`config.mk`:
```
export PLATFORM = sky130hd
export DESIGN_NAME = host_legacy_decode_cfg
export DESIGN_NICKNAME = d
export VERILOG_FILES = /design/src/verilog/host_decode_pkg.sv /design/src/verilog/strap_sync.sv /design/src/verilog/host_legacy_decode_cfg.sv
export SDC_FILE = /design/constraint.sdc
export NUM_CORES = 1
export LEC_CHECK = 0
export BUFFER_PORTS_ARGS = -buffer_cell sky130_fd_sc_hd__buf_2
export CORE_MARGIN = 8
export CORE_UTILIZATION = 25
export DETAILED_ROUTE_END_ITERATION = 8
export GPL_ROUTABILITY_DRIVEN = 0
export PLACE_DENSITY = 0.65
export SYNTH_ARGS = -nofsm -noshare
export SYNTH_HDL_FRONTEND = slang
export SYNTH_SLANG_ARGS = --single-unit
```
`constraint.sdc`:
```
create_clock -name sys_clk -period 8.82 [get_ports sys_clk]
set_input_delay 0 -clock sys_clk [delete_from_list [all_inputs] [get_ports sys_clk]]
set_output_delay 0 -clock sys_clk [all_outputs]
set_load 0.02 [all_outputs]
```
`src/verilog/host_decode_pkg.sv`:
```
// constants for the host legacy decode and pipeline-depth block
// assumes a single 40 MHz system clock domain
package host_decode_pkg;
	localparam logic [7:0] REG_CFG_OFS = 8'h00;
	localparam logic [7:0] REG_ROUTE_OFS = 8'h04;
	localparam int CFG_MDP_BIT = 5;
	localparam int CFG_DEPTH_BIT = 2;
	localparam int CFG_APIC_OFF_BIT = 1;
	localparam int CFG_VGAEN_BIT = 8;
	localparam logic [15:0] CFG_RESET = 16'h0000;
	localparam logic [31:0] MONO_MEM_LO = 32'h000b0000;
	localparam logic [31:0] MONO_MEM_HI = 32'h000b7fff;
	localparam logic [31:0] APIC_LO = 32'hfec00000;
	localparam logic [31:0] APIC_HI = 32'hfec7ffff;
	localparam logic [9:0] VGA_IO_LO = 10'h3bc;
	localparam logic [9:0] VGA_IO_HI = 10'h3bf;
	localparam int IOQ_MAX_DEPTH = 12;
	localparam int IOQ_MIN_DEPTH = 1;
	typedef enum logic [1:0] {DEST_MEM, DEST_HUB, DEST_DEFAULT} dest_t;
endpackage

```
`src/verilog/strap_sync.sv`:
```
// three-flop synchroniser with agreement filter for a pin level
// assumes the pin is asynchronous to sys_clk
`timescale 1ns/1ps
module strap_sync
(
	input wire logic sys_clk,
	input wire logic sys_rst,
	input wire logic pinIn,
	output logic levelOut
);
	logic s1_r;
	logic s2_r;
	logic s3_r;
	always_ff @(posedge sys_clk or posedge sys_rst)
	begin
		if (sys_rst)
		begin
			s1_r <= 1'b1;
			s2_r <= 1'b1;
			s3_r <= 1'b1;
			levelOut <= 1'b1;
		end
		else
		begin
			s1_r <= pinIn;
			s2_r <= s1_r;
			s3_r <= s2_r;
			// change counts only when second and third agree
			if (s2_r == s3_r)
				levelOut <= s3_r;
		end
	end
endmodule // strap_sync

```
`src/verilog/host_legacy_decode_cfg.sv`:
```
// host cycle legacy decode, apic window steering and queue depth strap
// assumes one sys_clk domain; processor reset and strap pin are asynchronous
//
// Behaviour
// - mono present bit and vga enable together steer mono memory and io.
// - with vga enable, io 3bch to 3bfh go to the hub.
// - memory 0b0000h to 0b7fffh is the mono adapter range.
// - mono io ports decoded ignoring address bits 15 to 10.
// - any io reference touching a mono port goes wholly to hub.
// - strap bit 7 captured at processor reset release, read-only depth bit.
// - strap low means queue depth one, no pipelining.
// - strap high or floating means queue depth twelve.
// - in-order queue holds twelve outstanding transactions.
// - address bit 7 stays undriven throughout processor reset.
// - apic disable clear sends fec00000 to fec7ffff to hub.
// - apic disable set leaves apic window to normal decode.
//
// Strobed register access and the placing of the registers are this design's own decisions.
`timescale 1ns/1ps
module host_legacy_decode_cfg
#(
	parameter int QUEUE_DEPTH = host_decode_pkg::IOQ_MAX_DEPTH
)
(
	input wire logic sys_clk,
	input wire logic sys_rst,
	input wire logic [7:0] regAddr,
	input wire logic [15:0] regWdata,
	input wire logic regWr,
	input wire logic regRd,
	output logic [15:0] regRdata,
	input wire logic processorResetOut,
	input wire logic hostAddrBit7In,
	output logic hostAddrBit7Out,
	output logic hostAddrBit7Oe,
	input wire logic cycValid,
	input wire logic cycIsIo,
	input wire logic [31:0] cycAddr,
	input wire logic [3:0] cycByteEn,
	input wire logic [1:0] baseDest,
	output logic routeValid,
	output logic [1:0] routeDest,
	input wire logic txnIssue,
	input wire logic txnRetire,
	output logic queueFull,
	output logic [3:0] queueCount,
	output logic [3:0] queueLimit
);
	logic monoPresent_r;
	logic vgaEnable_r;
	logic apicDisable_r;
	logic queueDepth_r;
	logic rstSeen_r;
	logic rstLevel;
	logic strapLevel;
	logic [3:0] count_r;
	logic [3:0] count_nxt;
	logic [3:0] limit_nxt;
	wire cfgHit = regAddr == host_decode_pkg::REG_CFG_OFS;
	wire routeHit = regAddr == host_decode_pkg::REG_ROUTE_OFS;

	strap_sync u_rst_sync
	(
		.sys_clk(sys_clk),
		.sys_rst(sys_rst),
		.pinIn(processorResetOut),
		.levelOut(rstLevel)
	);
	strap_sync u_strap_sync
	(
		.sys_clk(sys_clk),
		.sys_rst(sys_rst),
		.pinIn(hostAddrBit7In),
		.levelOut(strapLevel)
	);

	// io port match on low ten bits only, so every isa alias hits
	function automatic logic mono_io_hit(input logic [9:0] a);
		return a == 10'h3b4 || a == 10'h3b5 || a == 10'h3b8 || a == 10'h3b9 ||
			a == 10'h3ba || a == 10'h3bf;
	endfunction

	function automatic logic in_range(input logic [31:0] a, input logic [31:0] lo, input logic [31:0] hi);
		return a >= lo && a <= hi;
	endfunction

	// byte enables widen the reference; any touched port claims the whole cycle
	wire [9:0] ioBase = {cycAddr[9:2], 2'b00};
	wire ioMonoTouch = (cycByteEn[0] && mono_io_hit(ioBase)) ||
		(cycByteEn[1] && mono_io_hit(ioBase | 10'h001)) ||
		(cycByteEn[2] && mono_io_hit(ioBase | 10'h002)) ||
		(cycByteEn[3] && mono_io_hit(ioBase | 10'h003));
	wire ioVgaTouch = ioBase == host_decode_pkg::VGA_IO_LO && |cycByteEn;
	wire memMono = in_range(cycAddr, host_decode_pkg::MONO_MEM_LO, host_decode_pkg::MONO_MEM_HI);
	wire memApic = in_range(cycAddr, host_decode_pkg::APIC_LO, host_decode_pkg::APIC_HI);
	wire monoRoute = monoPresent_r && vgaEnable_r;
	// mono window only reaches the hub when the graphics path would otherwise claim it
	wire toHub = cycIsIo ? ((monoRoute && ioMonoTouch) || (vgaEnable_r && ioVgaTouch)) :
		((monoRoute && memMono) || (!apicDisable_r && memApic));
	wire [1:0] dest_nxt = toHub ? 2'(host_decode_pkg::DEST_HUB) : baseDest;

	always_ff @(posedge sys_clk or posedge sys_rst)
	begin
		if (sys_rst)
		begin
			routeValid <= 1'b0;
			routeDest <= 2'(host_decode_pkg::DEST_DEFAULT);
		end
		else
		begin
			routeValid <= cycValid;
			routeDest <= dest_nxt;
		end
	end

	// strap capture: sample once on reset release, hold at all other times
	always_ff @(posedge sys_clk or posedge sys_rst)
	begin
		if (sys_rst)
		begin
			queueDepth_r <= 1'b1;
			rstSeen_r <= 1'b1;
		end
		else
		begin
			rstSeen_r <= rstLevel;
			if (rstSeen_r && !rstLevel)
				queueDepth_r <= strapLevel;
		end
	end

	// never drive the strap pin; the board decides the depth
	always_ff @(posedge sys_clk or posedge sys_rst)
	begin
		if (sys_rst)
		begin
			hostAddrBit7Out <= 1'b0;
			hostAddrBit7Oe <= 1'b0;
		end
		else
		begin
			hostAddrBit7Out <= 1'b0;
			hostAddrBit7Oe <= 1'b0;
		end
	end

	assign limit_nxt = queueDepth_r ? 4'(QUEUE_DEPTH) : 4'(host_decode_pkg::IOQ_MIN_DEPTH);
	wire canIssue = txnIssue && (count_r < limit_nxt);
	wire canRetire = txnRetire && (count_r != 4'h0);
	assign count_nxt = count_r + 4'(canIssue) - 4'(canRetire);

	always_ff @(posedge sys_clk or posedge sys_rst)
	begin
		if (sys_rst)
		begin
			count_r <= 4'h0;
			queueCount <= 4'h0;
			queueLimit <= 4'(QUEUE_DEPTH);
			queueFull <= 1'b0;
		end
		else
		begin
			count_r <= count_nxt;
			queueCount <= count_nxt;
			queueLimit <= limit_nxt;
			queueFull <= count_nxt >= limit_nxt;
		end
	end

	// software settings; the depth bit ignores writes
	always_ff @(posedge sys_clk or posedge sys_rst)
	begin
		if (sys_rst)
		begin
			monoPresent_r <= 1'b0;
			apicDisable_r <= 1'b0;
			vgaEnable_r <= 1'b0;
		end
		else if (regWr && cfgHit)
		begin
			monoPresent_r <= regWdata[host_decode_pkg::CFG_MDP_BIT];
			apicDisable_r <= regWdata[host_decode_pkg::CFG_APIC_OFF_BIT];
		end
		else if (regWr && routeHit)
			vgaEnable_r <= regWdata[host_decode_pkg::CFG_VGAEN_BIT];
	end

	wire [15:0] cfgView = 16'({monoPresent_r, 2'b00, queueDepth_r, apicDisable_r, 1'b0});
	wire [15:0] routeView = 16'({vgaEnable_r, 8'h00});
	wire [15:0] rd_nxt = !regRd ? 16'h0000 : cfgHit ? cfgView : routeHit ? routeView : 16'h0000;

	always_ff @(posedge sys_clk or posedge sys_rst)
	begin
		if (sys_rst)
			regRdata <= 16'h0000;
		else
			regRdata <= rd_nxt;
	end

	// checks
	a_apic_hub_route: assert property (@(posedge sys_clk) disable iff (sys_rst)
		cycValid && !cycIsIo && !apicDisable_r && memApic |=> routeDest == 2'(host_decode_pkg::DEST_HUB))
		else $error("apic window not sent to hub");
	a_apic_dis_route: assert property (@(posedge sys_clk) disable iff (sys_rst)
		cycValid && !cycIsIo && apicDisable_r && memApic && !memMono |=> routeDest == $past(baseDest))
		else $error("apic window not left to base decode");
	a_mono_mem_route: assert property (@(posedge sys_clk) disable iff (sys_rst)
		cycValid && !cycIsIo && monoPresent_r && vgaEnable_r && memMono
		|=> routeDest == 2'(host_decode_pkg::DEST_HUB))
		else $error("mono memory not sent to hub");
	a_mono_io_alias: assert property (@(posedge sys_clk) disable iff (sys_rst)
		cycValid && cycIsIo && monoRoute && cycAddr[9:0] == 10'h3b4 && cycByteEn[0]
		|=> routeDest == 2'(host_decode_pkg::DEST_HUB))
		else $error("mono io alias missed");
	a_mono_needs_vga: assert property (@(posedge sys_clk) disable iff (sys_rst)
		cycValid && cycIsIo && !vgaEnable_r |=> routeDest == $past(baseDest))
		else $error("io routed to hub without vga enable");
	a_strap_hold: assert property (@(posedge sys_clk) disable iff (sys_rst)
		!rstLevel && !rstSeen_r |=> $stable(queueDepth_r))
		else $error("queue depth changed outside reset");
	a_strap_capture: assert property (@(posedge sys_clk) disable iff (sys_rst)
		rstSeen_r && !rstLevel |=> queueDepth_r == $past(strapLevel))
		else $error("strap not captured on release");
	a_pin_undriven: assert property (@(posedge sys_clk) disable iff (sys_rst)
		rstLevel |-> !hostAddrBit7Oe)
		else $error("strap pin driven in reset");
	a_depth_one: assert property (@(posedge sys_clk) disable iff (sys_rst)
		!queueDepth_r && count_r == 4'h1 && !txnRetire |=> count_r == 4'h1)
		else $error("pipelining beyond depth one");
	a_depth_max: assert property (@(posedge sys_clk) disable iff (sys_rst)
		count_r <= 4'(QUEUE_DEPTH))
		else $error("queue over twelve");

	// routing: io and memory windows
	a_vga_io_hub: assert property (@(posedge sys_clk) disable iff (sys_rst)
		cycValid && cycIsIo && vgaEnable_r && cycAddr[9:2] == 8'hef && cycByteEn != 4'h0
		|=> routeDest == 2'(host_decode_pkg::DEST_HUB))
		else $error("vga io range not sent to hub");
	a_vga_off_io: assert property (@(posedge sys_clk) disable iff (sys_rst)
		cycValid && cycIsIo && !vgaEnable_r
		|=> routeDest == $past(baseDest))
		else $error("io claimed with vga enable clear");
	a_mono_io_span: assert property (@(posedge sys_clk) disable iff (sys_rst)
		cycValid && cycIsIo && monoRoute && cycAddr[9:2] == 8'hee && cycByteEn[2]
		|=> routeDest == 2'(host_decode_pkg::DEST_HUB))
		else $error("wide io touching mono port missed");
	a_mono_io_top: assert property (@(posedge sys_clk) disable iff (sys_rst)
		cycValid && cycIsIo && monoRoute && cycAddr[9:2] == 8'hef && cycByteEn[3]
		|=> routeDest == 2'(host_decode_pkg::DEST_HUB))
		else $error("mono port 3bf missed");
	a_mono_io_pair: assert property (@(posedge sys_clk) disable iff (sys_rst)
		cycValid && cycIsIo && monoRoute && cycAddr[9:2] == 8'hed && cycByteEn[1]
		|=> routeDest == 2'(host_decode_pkg::DEST_HUB))
		else $error("mono port 3b5 missed");
	a_mono_io_b9: assert property (@(posedge sys_clk) disable iff (sys_rst)
		cycValid && cycIsIo && monoRoute && cycAddr[9:2] == 8'hee && cycByteEn[1]
		|=> routeDest == 2'(host_decode_pkg::DEST_HUB))
		else $error("mono port 3b9 missed");
	a_mono_off_mem: assert property (@(posedge sys_clk) disable iff (sys_rst)
		cycValid && !cycIsIo && !monoPresent_r && memMono
		|=> routeDest == $past(baseDest))
		else $error("mono memory claimed without present bit");
	a_mono_novga_mem: assert property (@(posedge sys_clk) disable iff (sys_rst)
		cycValid && !cycIsIo && !vgaEnable_r && memMono
		|=> routeDest == $past(baseDest))
		else $error("mono memory claimed without vga enable");
	a_apic_low_edge: assert property (@(posedge sys_clk) disable iff (sys_rst)
		cycValid && !cycIsIo && !apicDisable_r && cycAddr == host_decode_pkg::APIC_LO
		|=> routeDest == 2'(host_decode_pkg::DEST_HUB))
		else $error("apic window base not sent to hub");
	a_route_valid: assert property (@(posedge sys_clk) disable iff (sys_rst)
		cycValid
		|=> routeValid)
		else $error("route valid missing");
	a_route_idle: assert property (@(posedge sys_clk) disable iff (sys_rst)
		!cycValid
		|=> !routeValid)
		else $error("route valid without cycle");

	// queue depth and occupancy
	a_limit_one: assert property (@(posedge sys_clk) disable iff (sys_rst)
		!queueDepth_r
		|=> queueLimit == 4'h1)
		else $error("limit not one with strap low");
	a_limit_max: assert property (@(posedge sys_clk) disable iff (sys_rst)
		queueDepth_r
		|=> queueLimit == 4'(QUEUE_DEPTH))
		else $error("limit not maximum with strap high");
	a_full_flag: assert property (@(posedge sys_clk) disable iff (sys_rst)
		1'b1
		|-> queueFull == (queueCount >= queueLimit))
		else $error("full flag disagrees with count");
	a_count_mirror: assert property (@(posedge sys_clk) disable iff (sys_rst)
		1'b1
		|-> queueCount == count_r)
		else $error("count output disagrees with queue");
	a_issue_refused: assert property (@(posedge sys_clk) disable iff (sys_rst)
		txnIssue && !txnRetire && count_r >= limit_nxt
		|=> count_r == $past(count_r))
		else $error("issue taken past limit");
	a_issue_taken: assert property (@(posedge sys_clk) disable iff (sys_rst)
		txnIssue && !txnRetire && count_r < limit_nxt
		|=> count_r == $past(count_r) + 4'h1)
		else $error("issue below limit lost");
	a_retire_empty: assert property (@(posedge sys_clk) disable iff (sys_rst)
		txnRetire && !txnIssue && count_r == 4'h0
		|=> count_r == 4'h0)
		else $error("retire from empty queue");

	// strap pin and captured depth
	a_pin_low: assert property (@(posedge sys_clk) disable iff (sys_rst)
		1'b1
		|-> !hostAddrBit7Out)
		else $error("strap pin output not low");
	a_depth_ro: assert property (@(posedge sys_clk) disable iff (sys_rst)
		regWr && cfgHit && !(rstSeen_r && !rstLevel)
		|=> $stable(queueDepth_r))
		else $error("depth bit changed by write");
	a_depth_held: assert property (@(posedge sys_clk) disable iff (sys_rst)
		rstLevel
		|=> $stable(queueDepth_r))
		else $error("depth changed while reset held");

	// register read port
	a_read_idle: assert property (@(posedge sys_clk) disable iff (sys_rst)
		!regRd
		|=> regRdata == 16'h0000)
		else $error("read data without strobe");
	a_cfg_read: assert property (@(posedge sys_clk) disable iff (sys_rst)
		regRd && cfgHit
		|=> regRdata == $past(cfgView))
		else $error("config read data wrong");
	a_route_read: assert property (@(posedge sys_clk) disable iff (sys_rst)
		regRd && routeHit
		|=> regRdata == $past(routeView))
		else $error("route read data wrong");

	c_full_queue: cover property (@(posedge sys_clk) disable iff (sys_rst) count_r == 4'(QUEUE_DEPTH));
	c_mono_mem_hub: cover property (@(posedge sys_clk) disable iff (sys_rst) cycValid && !cycIsIo && monoRoute && memMono);
	c_depth_one_full: cover property (@(posedge sys_clk) disable iff (sys_rst) !queueDepth_r && queueFull);
	c_hub_io: cover property (@(posedge sys_clk) disable iff (sys_rst) cycValid && cycIsIo && toHub);
	c_strap_low: cover property (@(posedge sys_clk) disable iff (sys_rst) rstSeen_r && !rstLevel && !strapLevel);
endmodule // host_legacy_decode_cfg

```
* After elaboration in Yosys (flattened, before gate mapping)
Index checks and enable logic that the tools add are counted.
** Operators by class
- Add/subtract/negate cells :: 2
- Multipliers :: 0
- Divide/modulo/power cells :: 0
- Order comparisons :: 6
- Equal/unequal tests :: 6
- Shift operators :: 0
- Mux-type cells :: 6
- Bitwise gates (word level) :: 1
- Reduce and logical (&&, ||, !) cells :: 29
** Operators by type and width (number)
- 32-bit by 20-bit greater-or-equal comparator with 1-bit output (second input constant) :: 1
- 32-bit greater-or-equal comparator (second input constant) :: 1
- 32-bit by 20-bit <= comparator with 1-bit output (second input constant) :: 1
- 32-bit <= comparator (second input constant) :: 1
- 9-bit two-way mux :: 3
- 8-bit == test (second input constant) :: 3
- 1-bit logical AND :: 17
- 8-bit by 3-bit == test with 1-bit output (second input constant) :: 1
- 8-bit zero test :: 1
- 1-bit logical OR :: 6
- 4-bit by 1-bit adder with 4-bit output :: 1
- 4-bit greater-or-equal comparator :: 1
- 4-bit less-than comparator :: 1
- 4-bit two-way mux :: 1
- 4-bit nonzero test :: 1
- 4-bit OR reduction :: 1
- 4-bit by 1-bit subtractor with 4-bit output :: 1
- 1-bit == test :: 2
- 1-bit zero test :: 2
- 2-bit two-way mux :: 1
- 2-bit AND reduction :: 1
- 1-bit two-way mux :: 1
- 1-bit inverter :: 1
** Storage, ports and cells
- Flip-flop bits (word level) :: 34
- Latch bits :: 0
- Bits in writable memories :: 0
- Memory bits (read-only) :: 0
- Input bits :: 72
- Memories kept :: 0

* Logic depth before layout (Yosys ltp)
Gate-level depths: netlist of run 1.
- Depth after elaboration :: 10
- Depth in mapped cells :: 14

* Hierarchy
Synthesis of run 1 repeated with hierarchy kept, for this count alone.
** Unflattened totals
- Cell total of the unflattened synthesis :: 117
- Area total of the unflattened synthesis :: 1386.3 um2
** By module, submodules not included
- host_legacy_decode_cfg :: times used 1, cells each 105, area each 1146.1 um2, sequential area each 480.5 um2
- strap_sync :: times used 2, cells each 6, area each 120.1 um2, sequential area each 105.1 um2

* Least setup slack after synthesis of run 1
OpenSTA, ideal clock, no wires.
- Path kind :: register to register
- Start point :: reg queueDepth_r
- End point :: reg queueFull
- Library setup time :: 0.122 ns
- Data arrival time :: 2.801 ns
- Setup slack :: 5.898 ns
- Cell stages (with the launch flop) :: 15
- Buffers on the path :: 0
- Period minus slack after synthesis :: 2.922 ns
- Cells stage by stage :: dfstp_2 > inv_1 > ha_1 > a21boi_0 > o21ai_0 > nand3b_1 > ha_1 > inv_1 > ha_1 > fa_1 > xor2_1 > ha_1 > a21boi_0 > o21ai_0 > nand2b_1
** On the way
- Longest elaborated chain between the ends :: 6
** RTL lines
- from (decl) :: RTL line host_legacy_decode_cfg.sv:52 : logic queueDepth_r;
- from (signal assigned) :: RTL line host_legacy_decode_cfg.sv:128 : queueDepth_r <= strapLevel;
- 4-bit two-way mux :: RTL line host_legacy_decode_cfg.sv:147 : assign limit_nxt = queueDepth_r ? 4'(QUEUE_DEPTH) : 4'(host_decode_pkg::IOQ_MIN_DEPTH);
- via limit_nxt[0] :: RTL line host_legacy_decode_cfg.sv:58 : logic [3:0] limit_nxt;
- 4-bit less-than comparator :: RTL line host_legacy_decode_cfg.sv:148 : wire canIssue = txnIssue && (count_r < limit_nxt);
- 1-bit logical AND :: RTL line host_legacy_decode_cfg.sv:148
- 4-bit by 1-bit adder with 4-bit output :: RTL line host_legacy_decode_cfg.sv:150 : assign count_nxt = count_r + 4'(canIssue) - 4'(canRetire);
- 4-bit by 1-bit subtractor with 4-bit output :: RTL line host_legacy_decode_cfg.sv:150
- via count_nxt[2] :: RTL line host_legacy_decode_cfg.sv:57 : logic [3:0] count_nxt;
- 4-bit greater-or-equal comparator :: RTL line host_legacy_decode_cfg.sv:166 : queueFull <= count_nxt >= limit_nxt;
- to (signal assigned) :: RTL line host_legacy_decode_cfg.sv:166
- to (decl) :: RTL line host_legacy_decode_cfg.sv:45 : output logic queueFull,
The timed path passes the listed nets, and every way through them passes these cells.
A chain may end at the register's enable or synchronous reset.

* Worst setup path in the final report of run 1
Same ends and word-level chain as after synthesis.

==> results.cfg, run 1 <==
[run_status]
status = finished, final reports clean

[synth]
synth_flop_cell = dfrtp_1
synth-seq-area-share_pct = 49.6
synth_area_leaders = dfrtp_1, dfstp_2, ha_1
syn_area_um2 = 1390
synth.most_common_cell = buf_4
postSynthCellCount = 119
avgSynthCellArea_um2 = 11.7
yosysTopAreaCell = dfrtp_1
synth_warnings = 0
synthArstFlopShare_pct = 100
netlist_top_cells_count = buf_4, dfrtp_1, inv_1
synth.distinct_cells = 35
synth_top_area_share_pct = 27.0
synth-edff-count = 0
yosys_register_bits = 27

[sta]
max_freq_mhz = 318
grt_setup_unrepaired = no
fin_setup_tns_ps = 0
slew_headroom_pct = 33.2
fin_crit_sh_pct = 35.7
hold_violations = 0
setup_violations = 0
tightestPinTransition_ps = 1000
fin_crit_ps = 3150
slew_viol_final = 0
skew_ps = 14.2

[power_and_ir_drop]
p_per_area_nw_per_um2 = 221
p_leak_uw = 0.000944
ir_drop_uv = 104

[route]
drtIter0Drc = 8
antenna_left = 0
wl_per_cell_um = 12.0
routed_wl_um = 3240
via_per_inst = 4.09
first_pass_iters = 2
vias = 1103
route.detailed.drc = 0

[worst_setup_path]
worst_path_most_repeated_cell = ha_1
worstSetupStartpointType = flop
end_kind = flop
cpMaxStageDelayCell = dfstp_2
crit_required_ps = 8990
slowest_delay_ps = 530
critical_path_class = reg -> reg
worstPathArrival_ps = 3320
cp_max_fo = 9
cp_cell_sequence = inv_1 -> ha_1 -> a21boi_0 -> o21ai_0 -> nand3b_1 -> ha_1 -> inv_1 -> ha_1 -> fa_1 -> xor2_1 -> ha_1 -> a21boi_0 -> o21ai_0 -> nand2b_1

[min_path]
hold_class = in -> reg

[placement]
portBuffers = 66
dp.cells = 255
dp_hpwl_um = 2780

[floorplanning]
fp.coreArea_um2 = 5440
die_w_um = 90.6
ios = 102
rows = 27
start_util_pct = 25.6
die_area_um2 = 8210
die-height_um = 90.6

[layout]
insertedDiodeCount = 0
utilization_pct = 35.0
finalNonFillerCells = 270
syn_to_final_growth_pct = 36.7
fin_nets = 282
drive_gt1_share_pct = 44.9

[global_route]
grt_pass1_wl_um = 5580
antenna_found_initial = 0
grt_pass1_vias = 1279
grt_overflow = 0
grt_usage_pct = 8.14
grt_max_degree = 28

[job]
cap_violations = 0

[clocking]
ctsRootBufferMaster = clkbuf_8
cts_buffers = 3
cts_sinks = 27
post_cts_buffers = 0
cts_resized = 0
clock_latency_ps = 270
clkTransAtPathRegs_ps = 100
cts_tree = built
htreeDepth = 1
clk_path_buf_depth = 2
-- final timing paths --
path / startpoint / end / slack, ps / depth (start not counted)
worst max-delay path: queueDepth_r / queueFull / 5670 / 14
worst min-delay path: regWr / monoPresent_r / 50 / 3
worst max register to register: queueDepth_r / queueFull / 5670 / 14
worst min register to register: u_strap_sync.s1_r / u_strap_sync.s2_r / 360 / 0
max in group asynchronous: sys_rst / routeValid / 7710 / 3
min in group asynchronous: sys_rst / regRdata[8] / 490 / 3
-- routing by layer --
metal  track usage (%)  vias to the layer above  share of wire [%]
met4              2.50                        0               0.46
met5                 0                        -                  0
met2              13.8                       57                 48
met1              8.99                      500                 43
met3              3.49                        2                8.4
li1                  -                      544                  -
-- cells in the final DEF, fill, tap and decap left out, types with 2 or more instances in the layout --
cell	Yosys	routed
clkbuf_8	0	3
dfstp_2	12	12
mux2_1	2	2
nand2_1	2	2
nand3_1	2	2
nand4_1	4	4
dfrtp_1	15	15
a21boi_0	3	3
a21oi_1	2	2
a21o_1	2	2
conb_1	1	15
ha_1	10	10
nand4b_1	2	2
maj3_1	2	2
nor4bb_1	2	2
nor2_1	6	6
nor4_1	2	2
dlygate4sd3_1	0	11
xor2_1	2	2
inv_1	13	13
buf_2	0	66
o21ai_0	4	4
-- registers in the layout (all words and copies together), names as in the netlist, 2 cells and up --
register / count
queueLimit: 2
routeDest: 2
regRdata: 4
queueCount: 4
-- cells by family after synthesis --
family                   count (synthesis)  share of synthesized area (%)
AO/OA/AOI/OAI                           17                           9.16
XOR/XNOR                                 2                           1.26
adder cells (fa/ha/maj)                 13                           11.9
buffers and inverters                   29                           12.1
flip-flops                              27                           49.6
multiplexers                             2                           1.62
other                                    1                          0.269
AND/OR/NAND/NOR                         28                           14.1
-- final cells by class --
type | count | area (µm²)
Inverter | 13 | 48.8
Fill cell | 565 | 3530
Sequential cell | 27 | 691
Tap cell | 72 | 90.1
Timing Repair Buffer | 77 | 440
Clock inverter | 1 | 7.51
Clock buffer | 3 | 41.3
Multi-Input combinational cell | 77 | 586
-- per-stage QoR --
stage | total power, µW | setup slack (ps) | area [µm²] | hold WS (ps)
detailed placement | 354 | 5610 | 1750 | 106
floorplan | 303 | 5900 | 1450 | 4.48
global route | 467 | 5420 | 1900 | 44.7
global placement | 351 | 5670 | 1750 | 106
CTS | 433 | 5630 | 1900 | 41.0
finish | 422 | 5670 | 1900 | 50.3
-- report_power, final --
group | leakage, µW | switching, µW | internal, µW
registers | 0.000311 | 12.0 | 150
logic | 0.000612 | 107 | 82.1
clock network | 0.0000217 | 38.4 | 32.0
-- timing repair --
action | 4_1_cts | 5_1_grt
hold buffers | 11 | 0
hold endpoints to repair | 22 | 0
endpoints found under the setup margin | 0 | 0
-- critical path: cells and delay by family (launching register included) --
family	cells	cell delay (ps)
xor+xnor	1	190
compound gates	4	560
buf+inv	2	190
flops	1	530
simple gates	2	170
fa+ha+maj	5	1410
Power figures use the tool's default switching activity.
==> inputs of run 2 (changes only) <==
ABC_AREA = 1   (was default)
PLACE_DENSITY = 0.64   (was 0.65)
clock period = 3.15 ns   (was 8.82 ns; I/O delays follow)
==> results.cfg, run 2 <==
[run_status]
status = finished, final reports clean

[clocking]
clock_latency_ps = 260
clk_path_buf_depth = 2
ctsRootBufferMaster = clkbuf_8
htreeDepth = 1
clkTransAtPathRegs_ps = 90
cts_tree = built
cts_buffers = 3
cts_sinks = 27

[power_and_ir_drop]
p_leak_uw = 0.00111
swShare_pct = 37.8
ir_drop_uv = 297
clockPowerShare_pct = 15.7
p_switching_uw = 458
power_frac_comb_pct = 46.7
intPower_uw = 756
pwr-share-seq_pct = 37.6
p_per_area_nw_per_um2 = 589

[synth]
yosys.area_share.simple_pct = 23.7
synth_compound_area_share_pct = 4.47
synth_warnings = 0
muxShareOfSynthArea_pct = 0
yosysTopAreaCell = dfrtp_1
postSynthCellCount = 173
avgSynthCellArea_um2 = 8.74
synth.most_common_cell = nand2_1
yosys_register_bits = 27
synthArstFlopShare_pct = 100
syn_area_um2 = 1510
synth.distinct_cells = 28
netlist_top_cells_count = nand2_1, nor2_1, inv_1
synth_area_leaders = dfrtp_1, dfstp_2, ha_1
synth_flop_cell = dfrtp_1
synth_top_area_share_pct = 24.8
synthAdderAreaFrac_pct = 10.9
synth-edff-count = 0
synth_top_family_by_area = simple AND/OR/NAND/NOR gates
synth_xor_xnor_area_share_pct = 1.16
synth-seq-area-share_pct = 45.7

[worst_setup_path]
critical_path_class = reg -> reg
critPathBufInv = 2
worst_path_most_repeated_cell = ha_1
crit_required_ps = 3310
cpMaxStageDelayCell = dfstp_2
worstPathArrival_ps = 2920
end_kind = flop
cpLargestDelayFamily = adder cells
cp_cell_sequence = inv_1 -> ha_1 -> a21oi_1 -> nand3_1 -> ha_1 -> inv_1 -> ha_1 -> fa_1 -> xor2_1 -> ha_1 -> a21oi_1 -> o21bai_1
cp_max_fo = 4
worstSetupStartpointType = flop
slowest_delay_ps = 540

[layout]
reg_top3 = queueCount x4, regRdata x4
seqCellArea_um2 = 691
fillers = 632
layout_commonest_cell = buf_2
final_cell_mix = buf_2, nand2_1, nor2_1
syn_to_final_growth_pct = 36.1
drive_gt1_share_pct = 36.7
fin_area_um2 = 2060
insertedDiodeCount = 0
fin_nets = 343
multiInputGateArea_um2 = 664

[sta]
skew_ps = 0.821
slew_viol_final = 0
hold_violations = 0
setup_violations = 0
fin_crit_sh_pct = 87.7
tightestPinTransition_ps = 976
fin_setup_tns_ps = 0
fin_crit_ps = 2760
slew_headroom_pct = 34.8
timing.hold.ws_ps = 33.5
max_freq_mhz = 362
grt_setup_unrepaired = no
finalWorstSetupSlack_ps = 387

[min_path]
hold_class = in -> reg

[floorplanning]
die-height_um = 93.8
rows = 28
die_area_um2 = 8800
start_util_pct = 25.7
die_w_um = 93.8
ios = 102
fp.coreArea_um2 = 5890

[global_route]
grt_max_degree = 28
antenna_found_initial = 0
grt_overflow = 0
grt_pass1_wl_um = 6090
grt_pass1_vias = 1404
grt_usage_pct = 8.49

[placement]
portBuffers = 73
place_area_um2 = 1910
dp_hpwl_um = 3210
post-place-ws_ps = 377

[route]
antenna_left = 0
route.detailed.drc = 0
drtIter0Drc = 29
vias = 1314
first_pass_iters = 4
routed_wl_um = 3690
wl_per_cell_um = 11.0
via_per_inst = 3.93

[job]
cap_violations = 0
run 2: cell types whose count changed after synthesis, sizes merged, moves of 3 or more:
cell / before / now
a21oi: 2 / 8
inv: 13 / 24
nand2: 2 / 27
nand3: 3 / 10
nor2: 6 / 26
nor3: 1 / 6
nor4: 4 / 1
o21ai: 4 / 1
run 2: cells by family after synthesis:
logic type / after synthesis
AND/OR/NAND/NOR: 78
buffers and inverters: 40
flip-flops: 27
adder cells (fa/ha/maj): 13
AO/OA/AOI/OAI: 12
XOR/XNOR: 2
other: 1
run 2: power by group through the flow:
| stage | Combinational (µW) | Sequential, µW | Clock (µW) |
|---|---|---|---|
| floorplan | 365 | 511 | 0 |
| global placement | 552 | 463 | 0 |
| detailed placement | 569 | 463 | 0 |
| CTS | 581 | 457 | 204 |
| global route | 669 | 464 | 216 |
| finish | 567 | 456 | 191 |
run 2: stage by stage:
| stage | utilization, % | instances | power, µW |
|---|---|---|---|
| after detailed placement | 32.5 | 320 | 1030 |
| final | 35.0 | 334 | 1210 |
| after global placement | 32.5 | 320 | 1010 |
| after global routing | 35.0 | 334 | 1350 |
| after floorplan | - | 187 | 875 |
| after CTS | 35.0 | 334 | 1240 |
run 2: worst paths after layout:
| check | start | endpoint | slack (ps) | cells past startpoint |
|---|---|---|---|---|
| worst max-delay path | queueDepth_r | queueFull | 390 | 12 |
| worst max register to register | queueDepth_r | queueFull | 390 | 12 |
| max in group asynchronous | sys_rst | routeValid | 2060 | 3 |
| worst min-delay path | regWr | monoPresent_r | 30 | 3 |
| worst min register to register | u_strap_sync.s1_r | u_strap_sync.s2_r | 360 | 0 |
| min in group asynchronous | sys_rst | queueLimit[0] | 500 | 3 |
run 2: tightest hold or removal path: cells and delay by family:
family	cells	cell delay, ps
compound gates	1	60
buf+inv	1	110
simple gates	1	90
run 2: what timing repair did:
item | in CTS | in global routing
hold endpoints to repair | 24 | 0
buffers inserted | 0 | 0
setup endpoints to repair | 0 | 0
hold buffers | 10 | 0
resized for setup | 0 | 0
run 2: metal layers:
metal	track usage [%]	routed length, µm	up-vias	part of all wire, %
met2	14.1	1830	50	50
met5	0	0	-	0
met1	10.3	1590	570	43
li1	-	-	692	-
met3	2.40	221	2	6.0
met4	2.77	42	0	1.1
run 2: area by class of cell:
cell class	count	share of cell area, %
repair buffers	84	23.0
flip-flops and latches	27	33.5
well taps	75	4.56
clock inverters	1	0.304
clock buffers	3	2.00
inverters	24	4.37
multi-input cells	120	32.3
